`config.mk`:
```
export PLATFORM = sky130hd
export DESIGN_NAME = bac_config_regs
export DESIGN_NICKNAME = d
export VERILOG_FILES = /design/src/verilog/bac_config_regs.v
export VERILOG_INCLUDE_DIRS = /design/src /design/src/verilog
export SDC_FILE = /design/constraint.sdc
export NUM_CORES = 1
export LEC_CHECK = 0
export ABC_AREA = 1
export BUFFER_PORTS_ARGS = -buffer_cell sky130_fd_sc_hd__buf_4
export CELL_PAD_IN_SITES_DETAIL_PLACEMENT = 1
export CELL_PAD_IN_SITES_GLOBAL_PLACEMENT = 2
export CORE_MARGIN = 3
export CORE_UTILIZATION = 33
export DETAILED_ROUTE_END_ITERATION = 8
export GPL_TIMING_DRIVEN = 0
export PLACE_DENSITY = 0.83
export SYNTH_ARGS = -nofsm -noshare
export SYNTH_HDL_FRONTEND = slang
export SYNTH_SLANG_ARGS = --single-unit
export TNS_END_PERCENT = 10
```
`constraint.sdc`:
```
create_clock -name clock -period 8.95 [get_ports clock]
set_input_delay 0.4475 -clock clock [delete_from_list [all_inputs] [get_ports clock]]
set_output_delay 0.4475 -clock clock [all_outputs]
set_load 0.03 [all_outputs]
```
`src/verilog/bac_regs.vh`:
```
`ifndef BAC_REGS_VH
`define BAC_REGS_VH

// Register offsets
`define BAC_OFS_CH0_GAIN      8'h0e
`define BAC_OFS_LP_RATE       8'h0f
`define BAC_OFS_CH1_GAIN      8'h10
`define BAC_OFS_INT_ALG_CTRL  8'h11
`define BAC_OFS_CH2_GAIN      8'h12
`define BAC_OFS_LP_STEP       8'h13
`define BAC_OFS_CH3_GAIN      8'h14
`define BAC_OFS_NP_STEP       8'h15
`define BAC_OFS_TRACK_PAUSE   8'h16

// Reset values
`define BAC_RST_GAIN          8'h28
`define BAC_RST_LP_RATE       8'h10
`define BAC_RST_INT_ALG_CTRL  8'h18
`define BAC_RST_LP_STEP       8'h05
`define BAC_RST_NP_STEP       8'h03
`define BAC_RST_TRACK_PAUSE   8'h00

// Field positions
`define BAC_GAIN_MSB          5
`define BAC_RATE_MSB          1
`define BAC_STEP_MSB          2
`define BAC_BIT_RESTART_EN    4
`define BAC_BIT_ALG_EN        3
`define BAC_BIT_INT_POL       2
`define BAC_BIT_TO_DIS        1
`define BAC_BIT_RANGE_DIS     0

// Timing: clock rate, fastest-code (code 0) base period and button timeout
`define BAC_CLOCK_HZ          10000000
`define BAC_LP_BASE_PERIOD_MS 200
`define BAC_BUTTON_TIMEOUT_S  50
`define BAC_LP_BASE_CYCLES    (`BAC_CLOCK_HZ / 1000 * `BAC_LP_BASE_PERIOD_MS)
`define BAC_TIMEOUT_CYCLES    (`BAC_CLOCK_HZ * `BAC_BUTTON_TIMEOUT_S)

`endif
```
`src/verilog/bac_config_regs.v`:
```
`timescale 1ns/1ps
`include "bac_regs.vh"

module bac_config_regs #(
   parameter LP_BASE_CYCLES = `BAC_LP_BASE_CYCLES,
   parameter TIMEOUT_CYCLES = `BAC_TIMEOUT_CYCLES
) (
   input  wire        clock,
   input  wire        arst_n,
   input  wire [7:0]  reg_addr,
   input  wire [7:0]  reg_wdata,
   input  wire        reg_write,
   input  wire        reg_read,
   output reg  [7:0]  reg_rdata,
   output reg         reg_rvalid,
   input  wire        low_power_mode,
   input  wire [3:0]  channel_enable,
   input  wire [3:0]  button_detect,
   input  wire [3:0]  capture_done,
   input  wire        error_event,
   input  wire        range_violation,
   input  wire        int_ack,
   input  wire        max_output_clear,
   output reg  [3:0]  button_out,
   output reg         interrupt_output,
   output reg         max_output_flag,
   output reg         raw_data_select,
   output reg         lp_sample_tick,
   output reg  [1:0]  low_power_rate_code,
   output reg  [2:0]  track_step,
   output reg         algorithm_state_reset,
   output reg  [3:0]  baseline_reset,
   output reg  [5:0]  channel0_sensitivity,
   output reg  [5:0]  channel1_sensitivity,
   output reg  [5:0]  channel2_sensitivity,
   output reg  [5:0]  channel3_sensitivity,
   output reg  [7:0]  tracking_pause_and_group
);

   reg         rst_meta_n;
   reg         rst_sync_n;
   reg  [7:0]  lp_rate_reg;
   reg  [7:0]  int_alg_ctrl_reg;
   reg  [7:0]  lp_step_reg;
   reg  [7:0]  np_step_reg;
   reg  [7:0]  track_pause_reg;
   reg  [7:0]  rdata_next;
   reg  [31:0] scan_count_reg;
   reg  [31:0] scan_limit;
   reg         low_power_prev_reg;
   reg         int_pending_reg;
   reg         int_pending_next;
   reg         max_flag_next;
   reg  [3:0]  pressed_reg;
   wire [7:0]  gain_word [0:3];
   wire [5:0]  gain_field [0:3];
   wire [3:0]  timed_out;
   wire [3:0]  button_live;
   wire        alg_en;
   wire        restart_en;
   wire        int_active_high;
   wire        timeout_dis;
   wire        range_dis;
   wire        int_event;
   wire        lp_exit;

   assign alg_en          = int_alg_ctrl_reg[`BAC_BIT_ALG_EN];
   assign restart_en      = int_alg_ctrl_reg[`BAC_BIT_RESTART_EN];
   assign int_active_high = int_alg_ctrl_reg[`BAC_BIT_INT_POL];
   assign timeout_dis     = int_alg_ctrl_reg[`BAC_BIT_TO_DIS];
   assign range_dis       = int_alg_ctrl_reg[`BAC_BIT_RANGE_DIS];
   assign lp_exit         = low_power_prev_reg & ~low_power_mode;

   // Reset release through two flops
   always @(posedge clock or negedge arst_n) begin
      if (!arst_n) begin
         rst_meta_n <= 1'b0;
         rst_sync_n <= 1'b0;
      end else begin
         rst_meta_n <= 1'b1;
         rst_sync_n <= rst_meta_n;
      end
   end

   // Per-channel gain register and press timeout
   genvar ch;
   generate
      for (ch = 0; ch < 4; ch = ch + 1) begin : g_channel
         reg  [7:0]  gain_reg;
         reg  [31:0] held_count_reg;
         reg         timed_out_reg;
         wire [7:0]  ofs;
         assign ofs = (ch == 0) ? `BAC_OFS_CH0_GAIN :
                      (ch == 1) ? `BAC_OFS_CH1_GAIN :
                      (ch == 2) ? `BAC_OFS_CH2_GAIN : `BAC_OFS_CH3_GAIN;
         always @(posedge clock or negedge rst_sync_n) begin
            if (!rst_sync_n) begin
               gain_reg <= `BAC_RST_GAIN;
            end else if (reg_write && reg_addr == ofs) begin
               gain_reg <= reg_wdata;
            end
         end
         assign gain_word[ch]  = gain_reg;
         assign gain_field[ch] = gain_reg[`BAC_GAIN_MSB:0];
         // Releasing the button rearms the timeout
         always @(posedge clock or negedge rst_sync_n) begin
            if (!rst_sync_n) begin
               held_count_reg <= 32'h00000000;
               timed_out_reg  <= 1'b0;
            end else if (!button_detect[ch]) begin
               held_count_reg <= 32'h00000000;
               timed_out_reg  <= 1'b0;
            end else if (timeout_dis) begin
               held_count_reg <= 32'h00000000;
               timed_out_reg  <= 1'b0;
            end else if (held_count_reg >= TIMEOUT_CYCLES) begin
               timed_out_reg  <= 1'b1;
            end else begin
               held_count_reg <= held_count_reg + 32'h00000001;
            end
         end
         assign timed_out[ch] = timed_out_reg;
      end
   endgenerate

   // Low power scan rate; reserved bits kept as written
   always @(posedge clock or negedge rst_sync_n) begin
      if (!rst_sync_n) begin
         lp_rate_reg <= `BAC_RST_LP_RATE;
      end else if (reg_write && reg_addr == `BAC_OFS_LP_RATE) begin
         lp_rate_reg <= reg_wdata;
      end
   end

   // Interrupt and algorithm control
   always @(posedge clock or negedge rst_sync_n) begin
      if (!rst_sync_n) begin
         int_alg_ctrl_reg <= `BAC_RST_INT_ALG_CTRL;
      end else if (reg_write && reg_addr == `BAC_OFS_INT_ALG_CTRL) begin
         int_alg_ctrl_reg <= reg_wdata;
      end
   end

   // Low power tracking step
   always @(posedge clock or negedge rst_sync_n) begin
      if (!rst_sync_n) begin
         lp_step_reg <= `BAC_RST_LP_STEP;
      end else if (reg_write && reg_addr == `BAC_OFS_LP_STEP) begin
         lp_step_reg <= reg_wdata;
      end
   end

   // Normal power tracking step
   always @(posedge clock or negedge rst_sync_n) begin
      if (!rst_sync_n) begin
         np_step_reg <= `BAC_RST_NP_STEP;
      end else if (reg_write && reg_addr == `BAC_OFS_NP_STEP) begin
         np_step_reg <= reg_wdata;
      end
   end

   // Tracking pause and group word, only stored and passed on
   always @(posedge clock or negedge rst_sync_n) begin
      if (!rst_sync_n) begin
         track_pause_reg <= `BAC_RST_TRACK_PAUSE;
      end else if (reg_write && reg_addr == `BAC_OFS_TRACK_PAUSE) begin
         track_pause_reg <= reg_wdata;
      end
   end

   // Read mux; reserved bits read back as stored, unmapped reads zero
   always @* begin
      if (reg_addr == `BAC_OFS_CH0_GAIN) begin
         rdata_next = gain_word[0];
      end else if (reg_addr == `BAC_OFS_LP_RATE) begin
         rdata_next = lp_rate_reg;
      end else if (reg_addr == `BAC_OFS_CH1_GAIN) begin
         rdata_next = gain_word[1];
      end else if (reg_addr == `BAC_OFS_INT_ALG_CTRL) begin
         rdata_next = int_alg_ctrl_reg;
      end else if (reg_addr == `BAC_OFS_CH2_GAIN) begin
         rdata_next = gain_word[2];
      end else if (reg_addr == `BAC_OFS_LP_STEP) begin
         rdata_next = lp_step_reg;
      end else if (reg_addr == `BAC_OFS_CH3_GAIN) begin
         rdata_next = gain_word[3];
      end else if (reg_addr == `BAC_OFS_NP_STEP) begin
         rdata_next = np_step_reg;
      end else if (reg_addr == `BAC_OFS_TRACK_PAUSE) begin
         rdata_next = track_pause_reg;
      end else begin
         rdata_next = 8'h00;
      end
   end

   always @(posedge clock or negedge rst_sync_n) begin
      if (!rst_sync_n) begin
         reg_rdata  <= 8'h00;
         reg_rvalid <= 1'b0;
      end else begin
         reg_rvalid <= reg_read;
         if (reg_read) begin
            reg_rdata <= rdata_next;
         end
      end
   end

   // Sample period doubles with each code step from 5 SPS
   always @* begin
      scan_limit = LP_BASE_CYCLES << lp_rate_reg[`BAC_RATE_MSB:0];
   end

   always @(posedge clock or negedge rst_sync_n) begin
      if (!rst_sync_n) begin
         scan_count_reg <= 32'h00000000;
         lp_sample_tick <= 1'b0;
      end else if (!low_power_mode || scan_count_reg >= scan_limit - 32'h00000001) begin
         scan_count_reg <= 32'h00000000;
         lp_sample_tick <= low_power_mode;
      end else begin
         scan_count_reg <= scan_count_reg + 32'h00000001;
         lp_sample_tick <= 1'b0;
      end
   end

   // Timed-out buttons drop until released
   assign button_live = button_detect & ~timed_out & channel_enable;

   // Interrupt source depends on algorithm mode
   assign int_event = alg_en ? (|(button_live ^ pressed_reg))
                             : ((|(capture_done & channel_enable)) | error_event);

   // Set wins over acknowledge
   always @* begin
      int_pending_next = int_pending_reg;
      if (int_event) begin
         int_pending_next = 1'b1;
      end else if (int_ack) begin
         int_pending_next = 1'b0;
      end
   end

   // Set wins over clear
   always @* begin
      max_flag_next = max_output_flag;
      if (alg_en && range_violation && !range_dis) begin
         max_flag_next = 1'b1;
      end else if (max_output_clear) begin
         max_flag_next = 1'b0;
      end
   end

   // Button pins and raw data select
   always @(posedge clock or negedge rst_sync_n) begin
      if (!rst_sync_n) begin
         pressed_reg     <= 4'h0;
         button_out      <= 4'h0;
         raw_data_select <= 1'b0;
      end else begin
         pressed_reg     <= alg_en ? button_live : 4'h0;
         button_out      <= alg_en ? button_live : 4'h0;
         raw_data_select <= ~alg_en;
      end
   end

   // Interrupt pin and sticky range flag
   always @(posedge clock or negedge rst_sync_n) begin
      if (!rst_sync_n) begin
         int_pending_reg  <= 1'b0;
         interrupt_output <= 1'b1;
         max_output_flag  <= 1'b0;
      end else begin
         int_pending_reg  <= int_pending_next;
         interrupt_output <= int_active_high ? int_pending_reg
                                             : ~int_pending_reg;
         max_output_flag  <= max_flag_next;
      end
   end

   // Return from low power restarts the algorithm
   always @(posedge clock or negedge rst_sync_n) begin
      if (!rst_sync_n) begin
         low_power_prev_reg    <= 1'b0;
         algorithm_state_reset <= 1'b0;
         baseline_reset        <= 4'h0;
      end else begin
         low_power_prev_reg    <= low_power_mode;
         algorithm_state_reset <= lp_exit;
         if (lp_exit) begin
            baseline_reset <= restart_en ? 4'hf
                                         : ~channel_enable;
         end else begin
            baseline_reset <= 4'h0;
         end
      end
   end

   // Rate code and tracking step out
   always @(posedge clock or negedge rst_sync_n) begin
      if (!rst_sync_n) begin
         low_power_rate_code      <= 2'h0;
         track_step               <= 3'h0;
         tracking_pause_and_group <= 8'h00;
      end else begin
         low_power_rate_code      <= lp_rate_reg[`BAC_RATE_MSB:0];
         track_step               <= low_power_mode ? lp_step_reg[`BAC_STEP_MSB:0]
                                                    : np_step_reg[`BAC_STEP_MSB:0];
         tracking_pause_and_group <= track_pause_reg;
      end
   end

   // Channel gain fields out
   always @(posedge clock or negedge rst_sync_n) begin
      if (!rst_sync_n) begin
         channel0_sensitivity <= 6'h00;
         channel1_sensitivity <= 6'h00;
         channel2_sensitivity <= 6'h00;
         channel3_sensitivity <= 6'h00;
      end else begin
         channel0_sensitivity <= gain_field[0];
         channel1_sensitivity <= gain_field[1];
         channel2_sensitivity <= gain_field[2];
         channel3_sensitivity <= gain_field[3];
      end
   end

endmodule // bac_config_regs

```
Word level (Yosys, flattened, before mapping)
Cells that the tools add are included.
{ "totals": {"register_bits": 299, "in_bits": 37, "out_inout_bits": 59, "word_cells": 141} }
{ "op_classes": {"addsub": 6, "n_lt_le_gt_ge": 5, "n_eq_ne": 17, "shifts": 1, "muxes": 45, "bitwise_logic": 11, "n_reduce_logical": 18} }
{ "op_table": {"columns": ["op", "n"], "rows": [
  ["$mux W32", 13],
  ["$add A32 B1 Y32 const B", 5],
  ["$ge A32 B29 Y1 const B", 4],
  ["$mux W8", 9],
  ["$eq A8 B5 Y1 const B", 7],
  ["$ge A32 B32 Y1", 1],
  ["$shl A21 B2 Y32 const A", 1],
  ["$sub A32 B1 Y32 const B", 1],
  ["$mux W1", 19],
  ["$eq A8 B4 Y1 const B", 2],
  ["$and A4 B4 Y4", 3],
  ["$mux W4", 3],
  ["$ne A3 B1 Y1 const B", 4],
  ["$ne A3 B3 Y1 const B", 4],
  ["$logic_and A1 B1 Y1", 11],
  ["$not A4 Y4", 2],
  ["$reduce_or A4 Y1", 2],
  ["$reduce_bool A2 Y1", 2],
  ["$xor A4 B4 Y4", 1],
  ["$mux W3", 1],
  ["$not A1 Y1", 3],
  ["$logic_not A1 Y1", 2],
  ["$and A1 B1 Y1", 1],
  ["$logic_or A1 B1 Y1", 1],
  ["$or A1 B1 Y1", 1]
]} }

Depth between registers and ports, before layout
{ "logic_depth": {"word_depth": 10, "ltp_mapped": 14, "mapped_depth_nobuf": 13} }

Worst setup path after synthesis
Ideal clock, no wire load.
{ "synth_timing": {"path_kind": "flip-flop to flip-flop", "from": "register lp_rate_reg[1]", "to": "register scan_count_reg[8]", "setup_time_ps": 71, "t_arrival_ps": 1934, "required_ps": 8879, "setup_slack_ps": 6944, "path_stages_with_launch": 13, "n_path_buf": 1, "period_less_slack_ps": 2006, "path_cell_list": "dfrtp_1 > inv_1 > ha_1 > nor2_1 > ha_1 > a21oi_1 > o21ai_0 > nand2_1 > nand2_1 > a21oi_1 > nand3_1 > buf_4 > nor2_1"} }
{ "synth_between": {"elab_chain_cells": 5} }
{ "synth_lines": {"columns": ["item", "line", "source"], "rows": [
  ["start: declaration", "bac_config_regs.v:42", "reg [7:0] lp_rate_reg;"],
  ["start signal: assignment", "bac_config_regs.v:129", "lp_rate_reg <= `BAC_RST_LP_RATE;"],
  ["start signal: assignment", "bac_config_regs.v:131", "lp_rate_reg <= reg_wdata;"],
  ["$shl A21 B2 Y32", "bac_config_regs.v:210", "scan_limit = LP_BASE_CYCLES << lp_rate_reg[`BAC_RATE_MSB:0];"],
  ["$sub A32 B1 Y32", "bac_config_regs.v:217", "end else if (!low_power_mode || scan_count_reg >= scan_limit - 32'h00000001) begin"],
  ["$ge A32 B32 Y1", "bac_config_regs.v:217", null],
  ["$logic_or A1 B1 Y1", "bac_config_regs.v:217", null],
  ["$mux W32", "bac_config_regs.v:217", null],
  ["end signal: assignment", "bac_config_regs.v:221", "scan_count_reg <= scan_count_reg + 32'h00000001;"],
  ["end: declaration", "bac_config_regs.v:48", "reg [31:0] scan_count_reg;"]
]} }
Every way passes these cells.
A chain may end at the register's enable or synchronous reset.

Worst setup path after layout
{ "layout_timing": {"from": "register lp_rate_reg[1]", "to": "register scan_count_reg[24]"} }
Same word-level chain as after synthesis.

==> metrics <==
status=finished clean; post-synth cell types=42; worst-skew pair later-pin latency=560 ps; synthesized flop and latch total=299; DRT iter0 DRCs=800; CP arrival=3140 ps; initial antenna violation count=1; DP HPWL=41200 um; dpl cells=3067; max frequency=about 0.38 GHz; Die Span X=approximately 230 um; wire length per cell=17.5 um; worst r2r src=lp_rate_reg[1]; first-pass detailed-route iteration total=5; commonest register cell after synthesis=dfrtp_1; die area=0.0538 mm^2; die height=about 230 um; CP Capture Type=flop; Post CTS Setup Buffer Count=0; minimum hold slack=62.4 ps; Cells after Synth=2291; Initial Utilization=33.5%; top-count cell post-synth=nand2_1; Slew HR=25.1%; clk sink count=299; Final Setup Violations=0; Num CTS Buffers=37; path type of the worst min-delay path=primary input to flop; Lkg Pwr=8.88 nW; register area=0.00751 mm^2; WS Path Type=flop to flop; GRT overflow=0; Yosys warnings=0; Final Hold Fails=0; setup tns final=0 ps; # port buffers=94; # diodes=0; share of the synthesized area in the top cell type=42.0%; CTS root buf=clkbuf_16; gr usage total=20.8%; Tmin final=approximately 2700 ps; clock skew=around 26 ps; VDD IR max=0.143 mV; crit path capture=scan_count_reg[24]; WP data required=between 9000 and 10000 ps; pwr dens=between 150 and 200 mW/mm^2; most frequent cells after synthesis=nand2_1 (607), nor2_1 (323), dfrtp_1 (283); R2R Path End=scan_count_reg[24]; Non-Filler Instances=approximately 3100; CP Launch Point=lp_rate_reg[1]; H-Tree Depth=2; cell taking the most area after synthesis=dfrtp_1; worst reg2reg setup slack=6290 ps; max reg flops=128; DRC=0; vias=15700; share of cells above drive strength 1=11.0%; crit path max fanout=10; row count=82; routed vias/inst=between 5 and 6; largest net degree at the start of global routing=67; fin. max-slew vios=0; area of the multi-input gates=between 0.008 and 0.009 mm^2; Post-Syn Area=0.0169 mm^2; clk buf depth=3; fillers=6318; total wire length=54900 um; post-synthesis sequential area ratio=44.5%; CP Launch Type=flop; TritonCTS clock tree=built; Area Growth Syn to Fin=18.2%; RSZ-0062 raised after global routing=no; # IOs=96; vias in the first global route=16700; Post-CTS Resized=0; core area=a little over 0.05 mm^2; synthesized area per cell=7.36 um^2; clock transition at the registers of the reported paths=60 ps; Tot Pwr=3.30 mW; Worst-Margin Slew=1120 ps; worst reg2reg path depth=14; GPL Wtd Cong=0.887; asr flop ratio synth=100%; ANT nets after route=0; Synth area leaders=dfrtp_1 (42%), nand2_1 (14%), nor2_1 (7.2%); max-cap violations=0; period utilization=29.7%; first-pass GRT wire length=90400 um; Final nets=2510; number of synthesized flops with an enable pin=0
==> layout by cell type, fill, tap and decap left out, types with 2 or more instances in the layout <==
cell	instances
xnor2_1	20
o21ai_2	21
nand2_2	18
clkinv_2	7
nor4_1	12
a31o_2	4
buf_4	98
a21oi_1	23
nand3_1	239
nor3_2	5
inv_1	242
nor2_4	2
buf_1	6
inv_2	7
or2_2	2
xor2_1	56
buf_2	12
ha_1	38
nor2_2	4
o21ai_0	146
conb_1	7
dfrtp_1	282
clkbuf_1	37
mux2_2	3
nor3_1	94
clkinv_1	2
bufinv_16	8
clkbuf_16	39
buf_16	5
o21ai_1	15
nor3b_1	3
buf_6	8
nand2_1	607
clkbuf_8	5
nand4_1	31
nand2_4	4
nor2_1	323
dfstp_2	16
clkbuf_2	2
==> worst min path at each step <==
stage | slack (ps) | cells past startpoint | startpoint | to
after floorplan | 150 | 0 | arst_n | rst_meta_n
after global routing | 40 | 1 | low_power_mode | low_power_prev_reg
after detailed placement | 230 | 1 | arst_n | rst_meta_n
after CTS | 30 | 1 | low_power_mode | low_power_prev_reg
after global placement | 230 | 1 | arst_n | rst_meta_n
final | 60 | 1 | low_power_mode | low_power_prev_reg
==> power breakdown <==
part           switching, mW  internal (mW)  total, mW
Clock                  0.620           1.07       1.69
Sequential            0.0280           1.39       1.42
Combinational          0.135         0.0555      0.191
==> area by class of cell <==
type                    instances  area share [%]
clock buffers                  52            5.39
clock inverters                16            1.42
plain buffers                  61            1.61
repair buffers                100            4.28
flip-flops and latches        299            37.6
well taps                     672            4.22
multi-input cells            1685            40.7
inverters                     251            4.73
==> layer usage <==
layer | vias up | part of all wire (%) | track usage, % | wire [um]
li1 | 7613 | - | - | -
met1 | 7789 | 47 | 28.4 | 25900
met2 | 223 | 47 | 34.6 | 25900
met3 | 69 | 3.7 | 3.43 | 2050
met4 | 0 | 2.0 | 5.02 | 1080
met5 | - | 0 | 0 | 0
==> per-stage QoR <==
stage	cell area, um^2	setup WS (ps)	utilization [%]
after floorplan	16900	28.0	-
after global placement	18400	-4100	36.7
after CTS	19900	6180	39.7
final	19900	6290	39.7
after detailed placement	18600	6190	36.9
after global routing	19900	5950	39.7
==> critical path, cell delays in order (launching register included) <==
cell and delay [ps]:
dfrtp_1 520, inv_1 230, ha_1 230, inv_1 130, nand2_1 70, nor2_1 140
ha_1 250, nand2_1 70, nor2_1 50, nand2_1 60, nand2_1 50, a21oi_1 170
nand3_1 250, buf_4 260, nor2_1 100
==> kinds of logic (layout without fill, tap and decap cells) <==
family | Yosys count | after routing | share of synthesized area [%]
flops | 299 | 299 | 44.5
compound gates | 215 | 215 | 7.03
other cells | 2 | 7 | 0.0445
buf+inv | 312 | 480 | 7.49
simple gates | 1346 | 1346 | 34.0
fa+ha+maj | 38 | 38 | 2.82
xor+xnor | 76 | 76 | 3.95
mux | 3 | 3 | 0.200
==> repair_timing <==
| item | 4_1_cts | 5_1_grt |
|---|---|---|
| setup endpoints to repair | 0 | 0 |
| hold buffers | 1 | 0 |
| endpoints found under the hold margin | 2 | 0 |
(Power assumes the default switching activity.)
